$ cat src/fpir_pkg.sv
package fpir_pkg;

  // Register byte offsets within the block
  localparam logic [11:0] OFS_CTX_PTR = 12'h000;
  localparam logic [11:0] OFS_DFLT_STAT = 12'h004;
  localparam logic [11:0] OFS_GROUP_INFO = 12'h008;
  localparam logic [11:0] OFS_AUX_CTRL = 12'h00C;
  localparam logic [11:0] OFS_IRQ_TRIG = 12'h010;

  // Field positions
  localparam int CTX_ADDR_LSB = 3;
  localparam int DS_AHP_BIT = 26;
  localparam int DS_DN_BIT = 25;
  localparam int DS_FZ_BIT = 24;
  localparam int DS_RM_LSB = 22;
  localparam int GRP_W = 4;
  localparam int TRIG_W = 9;
  localparam int LINES_PER_GROUP = 32;
  localparam int MAX_IRQS = 496;

  // Reset values
  localparam logic [28:0] CTX_ADDR_RST = 29'h0000_0000;
  localparam logic [31:0] AUX_RST = 32'h0000_0000;

  // AXI4-Lite responses
  localparam logic [1:0] RESP_OKAY = 2'h0;
  localparam logic [1:0] RESP_SLVERR = 2'h2;

  // Default floating-point mode fields
  typedef struct packed {
    logic alt_half_precision;
    logic default_nan_enable;
    logic flush_to_zero;
    logic [1:0] rounding_select;
  } fpir_fp_modes_t;

  // Pulse request to the pending logic
  typedef struct packed {
    logic valid;
    logic [TRIG_W-1:0] irq_number_field;
  } fpir_pend_t;

  // Whole block state
  typedef struct packed {
    logic aw_held;
    logic [11:0] aw_addr;
    logic aw_priv;
    logic w_held;
    logic [31:0] w_data;
    logic [3:0] w_strb;
    logic bvalid;
    logic [1:0] bresp;
    logic rvalid;
    logic [1:0] rresp;
    logic [31:0] rdata;
    logic [28:0] ctx_addr;
    fpir_fp_modes_t dflt;
    logic [31:0] aux;
    fpir_pend_t pend;
    fpir_fp_modes_t fpsc;
  } fpir_state_t;

endpackage : fpir_pkg

$ cat src/fpir_sysregs.sv
`timescale 1ns/1ps
// Behaviour
// - Context pointer keeps bits 31..3, low RAZ/WI
// - Pointer and defaults need privileged access
// - Without FP, both locations are reserved
// - New FP context loads defaults into status
// - Defaults: half-precision 26, NaN 25, flush 24
// - Rounding default 23..22, rest reserved
// - Group count in bits 3..0
// - Total interrupts never exceed 496
// - Group count matches implemented controller registers
// - Auxiliary control always present, implementation defined
// - Trigger write sets pending like set-pending
// - Trigger acts on implemented lines only
module fpir_sysregs #(
  parameter bit FP_PRESENT = 1'b1,
  parameter int NUM_IRQ = 64
) (
  input wire logic clk_sys_in,
  input wire logic sys_rst_in,
  input wire logic [11:0] s_axi_awaddr_in,
  input wire logic [2:0] s_axi_awprot_in,
  input wire logic s_axi_awvalid_in,
  output logic s_axi_awready_out,
  input wire logic [31:0] s_axi_wdata_in,
  input wire logic [3:0] s_axi_wstrb_in,
  input wire logic s_axi_wvalid_in,
  output logic s_axi_wready_out,
  output logic [1:0] s_axi_bresp_out,
  output logic s_axi_bvalid_out,
  input wire logic s_axi_bready_in,
  input wire logic [11:0] s_axi_araddr_in,
  input wire logic [2:0] s_axi_arprot_in,
  input wire logic s_axi_arvalid_in,
  output logic s_axi_arready_out,
  output logic [31:0] s_axi_rdata_out,
  output logic [1:0] s_axi_rresp_out,
  output logic s_axi_rvalid_out,
  input wire logic s_axi_rready_in,
  input wire logic new_fp_context_in,
  output fpir_pkg::fpir_fp_modes_t fp_status_control_out,
  output fpir_pkg::fpir_pend_t pend_req_out,
  output logic [31:0] auxiliary_control_out
);

  // Group count derived from line count, capped at the all-ones code
  localparam int GRP_RAW = (NUM_IRQ + fpir_pkg::LINES_PER_GROUP - 1)
    / fpir_pkg::LINES_PER_GROUP - 1;
  localparam int NUM_IRQ_CAP = (NUM_IRQ > fpir_pkg::MAX_IRQS) ? fpir_pkg::MAX_IRQS
    : NUM_IRQ;
  localparam logic [fpir_pkg::GRP_W-1:0] IRQ_GROUP_COUNT =
    fpir_pkg::GRP_W'((GRP_RAW < 0) ? 0 : ((GRP_RAW > 15) ? 15 : GRP_RAW));

  fpir_pkg::fpir_state_t st_ff;
  fpir_pkg::fpir_state_t nxt_st;

  // Apply byte enables to a stored word
  function automatic logic [31:0] merge_bytes(input logic [31:0] old_v,
    input logic [31:0] new_v, input logic [3:0] strb);
    logic [31:0] res;
    res = old_v;
    for (int i = 0; i < 4; i++)
    begin
      if (strb[i])
      begin
        res[i*8 +: 8] = new_v[i*8 +: 8];
      end
    end
    return res;
  endfunction : merge_bytes

  // Address decode: 1 when the location answers as a working register
  function automatic logic reg_live(input logic [11:0] addr, input logic priv);
    logic ok;
    ok = 1'b0;
    unique case (addr)
      fpir_pkg::OFS_CTX_PTR, fpir_pkg::OFS_DFLT_STAT:
        ok = FP_PRESENT && priv;
      fpir_pkg::OFS_GROUP_INFO, fpir_pkg::OFS_AUX_CTRL, fpir_pkg::OFS_IRQ_TRIG:
        ok = 1'b1;
      default:
        ok = 1'b0;
    endcase
    return ok;
  endfunction : reg_live

  // Pack default modes into their register image
  function automatic logic [31:0] dflt_word(input fpir_pkg::fpir_fp_modes_t m);
    logic [31:0] w;
    w = 32'h0000_0000;
    w[fpir_pkg::DS_AHP_BIT] = m.alt_half_precision;
    w[fpir_pkg::DS_DN_BIT] = m.default_nan_enable;
    w[fpir_pkg::DS_FZ_BIT] = m.flush_to_zero;
    w[fpir_pkg::DS_RM_LSB +: 2] = m.rounding_select;
    return w;
  endfunction : dflt_word

  // Handshake outputs combinational; a channel opens only while its slot is free
  assign s_axi_awready_out = !st_ff.aw_held && !st_ff.bvalid;
  assign s_axi_wready_out = !st_ff.w_held && !st_ff.bvalid;
  assign s_axi_arready_out = !st_ff.rvalid;
  assign s_axi_bvalid_out = st_ff.bvalid;
  assign s_axi_bresp_out = st_ff.bresp;
  assign s_axi_rvalid_out = st_ff.rvalid;
  assign s_axi_rresp_out = st_ff.rresp;
  assign s_axi_rdata_out = st_ff.rdata;
  assign fp_status_control_out = st_ff.fpsc;
  assign pend_req_out = st_ff.pend;
  assign auxiliary_control_out = st_ff.aux;

  // Next-state logic for bus slave and registers
  always_comb
  begin
    logic [31:0] wv;
    logic [31:0] cur;
    logic live;
    logic [fpir_pkg::TRIG_W-1:0] num;
    wv = 32'h0000_0000;
    cur = 32'h0000_0000;
    live = 1'b0;
    num = '0;
    nxt_st = st_ff;
    nxt_st.pend.valid = 1'b0;

    // Capture address and data in either order
    if (s_axi_awvalid_in && s_axi_awready_out)
    begin
      nxt_st.aw_held = 1'b1;
      nxt_st.aw_addr = s_axi_awaddr_in;
      nxt_st.aw_priv = s_axi_awprot_in[0];
    end
    if (s_axi_wvalid_in && s_axi_wready_out)
    begin
      nxt_st.w_held = 1'b1;
      nxt_st.w_data = s_axi_wdata_in;
      nxt_st.w_strb = s_axi_wstrb_in;
    end

    // Perform write once both halves are held
    if (st_ff.aw_held && st_ff.w_held)
    begin
      live = reg_live({st_ff.aw_addr[11:2], 2'b00}, st_ff.aw_priv);
      nxt_st.aw_held = 1'b0;
      nxt_st.w_held = 1'b0;
      nxt_st.bvalid = 1'b1;
      nxt_st.bresp = live ? fpir_pkg::RESP_OKAY : fpir_pkg::RESP_SLVERR;
      if (live)
      begin
        unique case ({st_ff.aw_addr[11:2], 2'b00})
          fpir_pkg::OFS_CTX_PTR:
          begin
            cur = {st_ff.ctx_addr, 3'b000};
            wv = merge_bytes(cur, st_ff.w_data, st_ff.w_strb);
            nxt_st.ctx_addr = wv[31:fpir_pkg::CTX_ADDR_LSB];
          end
          fpir_pkg::OFS_DFLT_STAT:
          begin
            wv = merge_bytes(dflt_word(st_ff.dflt), st_ff.w_data, st_ff.w_strb);
            nxt_st.dflt.alt_half_precision = wv[fpir_pkg::DS_AHP_BIT];
            nxt_st.dflt.default_nan_enable = wv[fpir_pkg::DS_DN_BIT];
            nxt_st.dflt.flush_to_zero = wv[fpir_pkg::DS_FZ_BIT];
            nxt_st.dflt.rounding_select = wv[fpir_pkg::DS_RM_LSB +: 2];
          end
          fpir_pkg::OFS_AUX_CTRL:
            nxt_st.aux = merge_bytes(st_ff.aux, st_ff.w_data, st_ff.w_strb);
          fpir_pkg::OFS_IRQ_TRIG:
          begin
            // Only the low byte lanes carry the number; partial strobes keep zeros
            num = fpir_pkg::TRIG_W'(merge_bytes(32'h0000_0000, st_ff.w_data,
              st_ff.w_strb));
            if (32'(num) < NUM_IRQ_CAP)
            begin
              nxt_st.pend.valid = 1'b1;
              nxt_st.pend.irq_number_field = num;
            end
          end
          default:
            nxt_st.bresp = fpir_pkg::RESP_OKAY; // Group info is read-only
        endcase
      end
    end
    if (st_ff.bvalid && s_axi_bready_in)
    begin
      nxt_st.bvalid = 1'b0;
    end

    // Read path; trigger register reads as zero
    if (s_axi_arvalid_in && s_axi_arready_out)
    begin
      live = reg_live({s_axi_araddr_in[11:2], 2'b00}, s_axi_arprot_in[0]);
      nxt_st.rvalid = 1'b1;
      nxt_st.rresp = live ? fpir_pkg::RESP_OKAY : fpir_pkg::RESP_SLVERR;
      nxt_st.rdata = 32'h0000_0000;
      if (live)
      begin
        unique case ({s_axi_araddr_in[11:2], 2'b00})
          fpir_pkg::OFS_CTX_PTR:
            nxt_st.rdata = {st_ff.ctx_addr, 3'b000};
          fpir_pkg::OFS_DFLT_STAT:
            nxt_st.rdata = dflt_word(st_ff.dflt);
          fpir_pkg::OFS_GROUP_INFO:
            nxt_st.rdata = {28'h000_0000, IRQ_GROUP_COUNT};
          fpir_pkg::OFS_AUX_CTRL:
            nxt_st.rdata = st_ff.aux;
          default:
            nxt_st.rdata = 32'h0000_0000;
        endcase
      end
    end
    else if (st_ff.rvalid && s_axi_rready_in)
    begin
      nxt_st.rvalid = 1'b0;
    end

    // New context copies the defaults; defaults written in this cycle apply next time
    if (new_fp_context_in && FP_PRESENT)
    begin
      nxt_st.fpsc = st_ff.dflt;
    end
  end

  // State register
  always_ff @(posedge clk_sys_in)
  begin
    if (sys_rst_in)
    begin
      st_ff <= '0;
      st_ff.ctx_addr <= fpir_pkg::CTX_ADDR_RST;
      st_ff.aux <= fpir_pkg::AUX_RST;
    end
    else
    begin
      st_ff <= nxt_st;
    end
  end

endmodule : fpir_sysregs

$ cat config.mk
export PLATFORM = sky130hd
export DESIGN_NAME = fpir_sysregs
export DESIGN_NICKNAME = d
export VERILOG_FILES = /design/src/fpir_pkg.sv /design/src/fpir_sysregs.sv
export SDC_FILE = /design/constraint.sdc
export NUM_CORES = 1
export LEC_CHECK = 0
export ABC_AREA = 1
export BUFFER_PORTS_ARGS = -buffer_cell sky130_fd_sc_hd__buf_2
export CORE_AREA = 2 2 125 127
export CTS_CLUSTER_DIAMETER = 30
export DETAILED_ROUTE_END_ITERATION = 8
export DIE_AREA = 0 0 127 129
export GPL_TIMING_DRIVEN = 1
export HOLD_SLACK_MARGIN = 0.1
export MAX_ROUTING_LAYER = met4
export PLACE_DENSITY = 0.82
export SYNTH_ARGS = -nofsm -noshare
export SYNTH_HDL_FRONTEND = slang
export SYNTH_SLANG_ARGS = --single-unit
export TNS_END_PERCENT = 5
$ cat constraint.sdc
create_clock -name clk_sys_in -period 1.7 [get_ports clk_sys_in]
set_input_delay 0.085 -clock clk_sys_in [delete_from_list [all_inputs] [get_ports clk_sys_in]]
set_output_delay 0.085 -clock clk_sys_in [all_outputs]
set_load 0.005 [all_outputs]
==> Word level (Yosys, flattened, before mapping) <==
Cells that the tools add are included.
{ "word_totals": {"regBits": 170, "latchBits": 0, "ram_bits": 0, "mem_bits_ro": 0, "inputBits": 74, "out_inout_bits": 88, "wordCells": 96, "mem_count": 0} }
{ "classes": {"add_sub_neg": 0, "mul": 0, "div": 0, "n_lt_le_gt_ge": 1, "n_eq_ne": 8, "n_shift": 0, "muxes": 21, "n_bitwise": 3, "reduce_logical": 34} }
{ "op_table": {"columns": ["operator", "n"], "rows": [
  ["$pmux 32 s4", 1],
  ["$reduce_and 4->1", 11],
  ["$eq 10x2->1 const B", 4],
  ["$mux 32", 1],
  ["$mux 8", 4],
  ["$eq 10x1->1 const B", 2],
  ["$eq 10x3->1 const B", 2],
  ["$logic_not 10->1", 2],
  ["$mux 10", 1],
  ["$lt 9x7->1 const B", 1],
  ["$logic_and 1x1->1", 8],
  ["$mux 1", 8],
  ["$mux 2", 4],
  ["$reduce_or 2->1", 4],
  ["$reduce_or 4->1", 2],
  ["$reduce_or 3->1", 2],
  ["$logic_not 1->1", 4],
  ["$pmux 1 s2", 2],
  ["$not 1->1", 3],
  ["$reduce_bool 2->1", 1]
]} }

==> Longest topological paths before layout <==
{ "logic_depth": {"ltp_word": 8, "mapped_depth": 10, "depth_no_buf": 9} }

==> Least setup slack after synthesis <==
Ideal clock, no wire load.
{ "synth_path": {"path_kind": "register -> register", "from": "register st_ff[160] in the netlist's numbering", "to": "register st_ff[73] in the netlist's numbering", "arrival_time_ps": 1283, "t_required_ps": 1587, "path_slack_ps": 305, "stages_incl_launch_ff": 8, "path_cell_list": "dfxtp_1 -> inv_1 -> nand2_1 -> nor3_4 -> nand3_4 -> buf_6 -> nor2_1 -> nor2_1"} }
{ "synth_via": {"elab_chain_cells": 5} }
{ "synth_rtl": {"columns": ["element", "line_no", "source"], "rows": [
  ["from (decl)", "fpir_sysregs.sv:54", "fpir_pkg::fpir_state_t st_ff;"],
  ["from (signal assigned)", "fpir_sysregs.sv:233", "st_ff <= nxt_st;"],
  ["$eq 10x3->1 (tied with other cells)", "fpir_sysregs.sv:76", "unique case (addr)"],
  ["$reduce_or 3->1 / $reduce_or 2->1 (equally long branches)", "fpir_sysregs.sv:76", null],
  ["$pmux 1 s2", "fpir_sysregs.sv:76", null],
  ["$mux 1", "fpir_sysregs.sv:140", "if (st_ff.aw_held && st_ff.w_held)"],
  ["$reduce_and 4->1 (no line) *", null, null]
]} }
Mark *: on every way between the ends. The rest lies on a longest branch, timed or not. The select of a mux whose other input is x is not followed.
A chain may end at the register's enable or synchronous reset.

==> Worst setup path in the final report <==
{ "layout_path": {"from": "register st_ff[168] in the netlist's numbering", "to": "register st_ff[71] in the netlist's numbering"} }
Same word-level chain as after synthesis.

==> flow_summary.toml <==
[timing]
layout_worst_path_cycle_share_pct = 93.3
setup_viol = 0
fmax_mhz = 631
finalHoldViolCount = 0
slew_viol_final = 0
finalClockSkew_ns = 0.0109
fin_ws_ns = 0.115
grt_setup_unrepaired = "true"
period_needed_ns = 1.59

[status]
status = "finished, final reports clean"

[clocking]
cts_buffers = 17
cts_tree = "done"
clock_path_buffers = 2
path_clk_slew_ns = 0.07
htreeDepth = 4
cts_sinks = 166
cts_root_buf = "clkbuf_16"
clkLatencyLatePin_ns = 0.42

[finish]
nets = 1243
ff_latch_area_um2 = 3320
fillers = 1298
fin_area_um2 = 9060
final_util_pct = 60.5
multi_input_area_um2 = 3060
area_growth_pct = 22.6
layout-drive-gt1-share_pct = 20.7

[worst_setup_path]
worstSetupPathType = "flip-flop to flip-flop"
crit_arrival_ns = 1.90
critPathLaunchType = "flip-flop"
end_kind = "flip-flop"
path_max_fanout = 8
r2r_slack_ns = 0.11
crit_required_ns = 2.02

[placed_design]
dp_hpwl_mm = 11.8
place.gp.congestion = 0.837
preCtsSetupSlack_ns = 0.120
port_buffers = 151
dpl_cell_area_um2 = 7730

[pwr]
power.density_nw_per_um2 = 983
power_leakage_nw = 4.45
peakVddDrop_uv = 713

[logic_synthesis]
syn_area_um2 = 7390
yosysSeqAreaShare_pct = 45.0
yosysTopAreaCellShare_pct = 45.0
synth_top_area_cell = "dfxtp_1"
ys_ff_latch = 166
netlist_instances = 1049
synth.avg_cell_area_um2 = 7.04
synth_cell_type_count = 27
yosys-top-cells-area = "dfxtp_1 (45%), nand2_1 (12%), nor2_1 (10%)"
synth_warnings = 0

[min_path]
min_path_type = "input port to flip-flop"

[floorplan]
io_pins = 162
num_rows = 45
start_util_pct = 49.3
coreArea_um2 = 15000
die_area_um2 = 16400
die_x_um = 127
fp.dieH_um = 129

[global_routing]
grt_max_degree = 47
grt_pass1_vias = 6070
grt_remaining_overflow = 0
grt_pass1_wl_mm = 29.1
antenna_found_initial = 1
grtUsageTotal_pct = 23.2

[detailed_routing]
routed-wl-met3_mm = 1.05
dr.max_layer_used = "met4"
firstDrtPassIters = 5
routed_wl_mm = 18.9
antenna_left = 0
via_per_inst = 4.85
dr_wl_met2_mm = 8.96
num_vias = 6647
drtIter0Drc = 421
wl_per_cell_um = 13.8
wl_met1_mm = 8.52
post-route-drc-count = 0

[run]
cap_violations = 0
[metrics by stage]
step | power, W | instances | hold slack, ns | TNS (ns)
3_5_place_dp | 0.00484 | 1279 | 0.281 | 0
5_1_grt | 0.00923 | 1370 | 0.221 | -0.296
6_report | 0.00891 | 1370 | 0.208 | 0
2_1_floorplan | 0.00460 | 1050 | 0.184 | 0
4_1_cts | 0.00887 | 1363 | 0.183 | 0
3_3_place_gp | 0.00483 | 1279 | 0.287 | 0
[cell type report]
class	count	share of cell area [%]
antenna	1	0.0276
tap	188	2.60
inverter	88	3.66
multi-input combinational	668	33.8
sequential	166	36.7
clock inverter	11	1.66
timing repair buffer	228	16.6
clock buffer	20	5.04
[layout by cell type (no fill, tap or decap), drive strengths merged]
cell         instances
nand2              244
o211a                1
a21oi               65
and3                 3
diode                1
conb                 2
clkinv               3
nor2               205
a211oi               1
o21ai               72
dlygate4sd3         53
nor3                 3
o21a                 1
or2                  2
inv                 88
clkbuf              20
nand3               69
buf                175
bufinv               3
clkinvlp             5
dfxtp              166
[per-layer routing]
metal | vias to the layer above | global-route usage, %
li1 | 3439 | -
met1 | 2953 | 27.9
met2 | 230 | 38.9
met3 | 25 | 5.11
met4 | 0 | 7.37
met5 | - | -
[registers in the layout, summed over array words and instances (netlist names)]
signal and count:
s_axi_rresp_out 1, st_ff 83, fp_status_control_out 5, s_axi_bresp_out 1
auxiliary_control_out 32, pend_req_out 10, s_axi_rvalid_out 1, s_axi_bvalid_out 1
s_axi_rdata_out 32
[worst max-delay path: stages, from the launching register on]
cell and delay [ns]:
dfxtp_1 0.32, nor2_2 0.17, nand2_2 0.12, nor3_4 0.32, buf_6 0.21, nand3_4 0.15
nor2_1 0.14, nor2_1 0.06
[kinds of logic after synthesis]
logic type      synth area share (%)
buf+inv                         16.0
compound gates                  9.67
simple gates                    29.3
other cells                   0.0507
flops                           45.0
[final timing paths]
kind	cells after the start	startpoint	to
worst min register to register	2	auxiliary_control_out[21]	auxiliary_control_out[21]
worst max register to register	7	st_ff[168]	st_ff[71]
worst min-delay path	6	s_axi_araddr_in[4]	s_axi_rresp_out[1]
worst max-delay path	7	st_ff[168]	st_ff[71]
[what timing repair did]
action / in CTS / in global routing
hold endpoints to repair: 56 / 0
hold buffers: 53 / 0
endpoints found under the setup margin: 0 / 75
resized for setup: 0 / 32
setup buffers: 0 / 2
[power by group]
part	switching, W	internal [W]
registers	0.000109	0.00403
logic	0.000483	0.000326
clock network	0.00158	0.00238
[synth_stat cells (all sizes together)]
cell	instances
nand3	66
a211oi	1
nand2	243
dfxtp	166
or2	2
a21oi	65
inv	88
nor3	3
buf	101
nor2	205
clkbuf	31
o21ai	72
conb	1
o21a	1
o211a	1
and3	3
(Power assumes the default switching activity.)
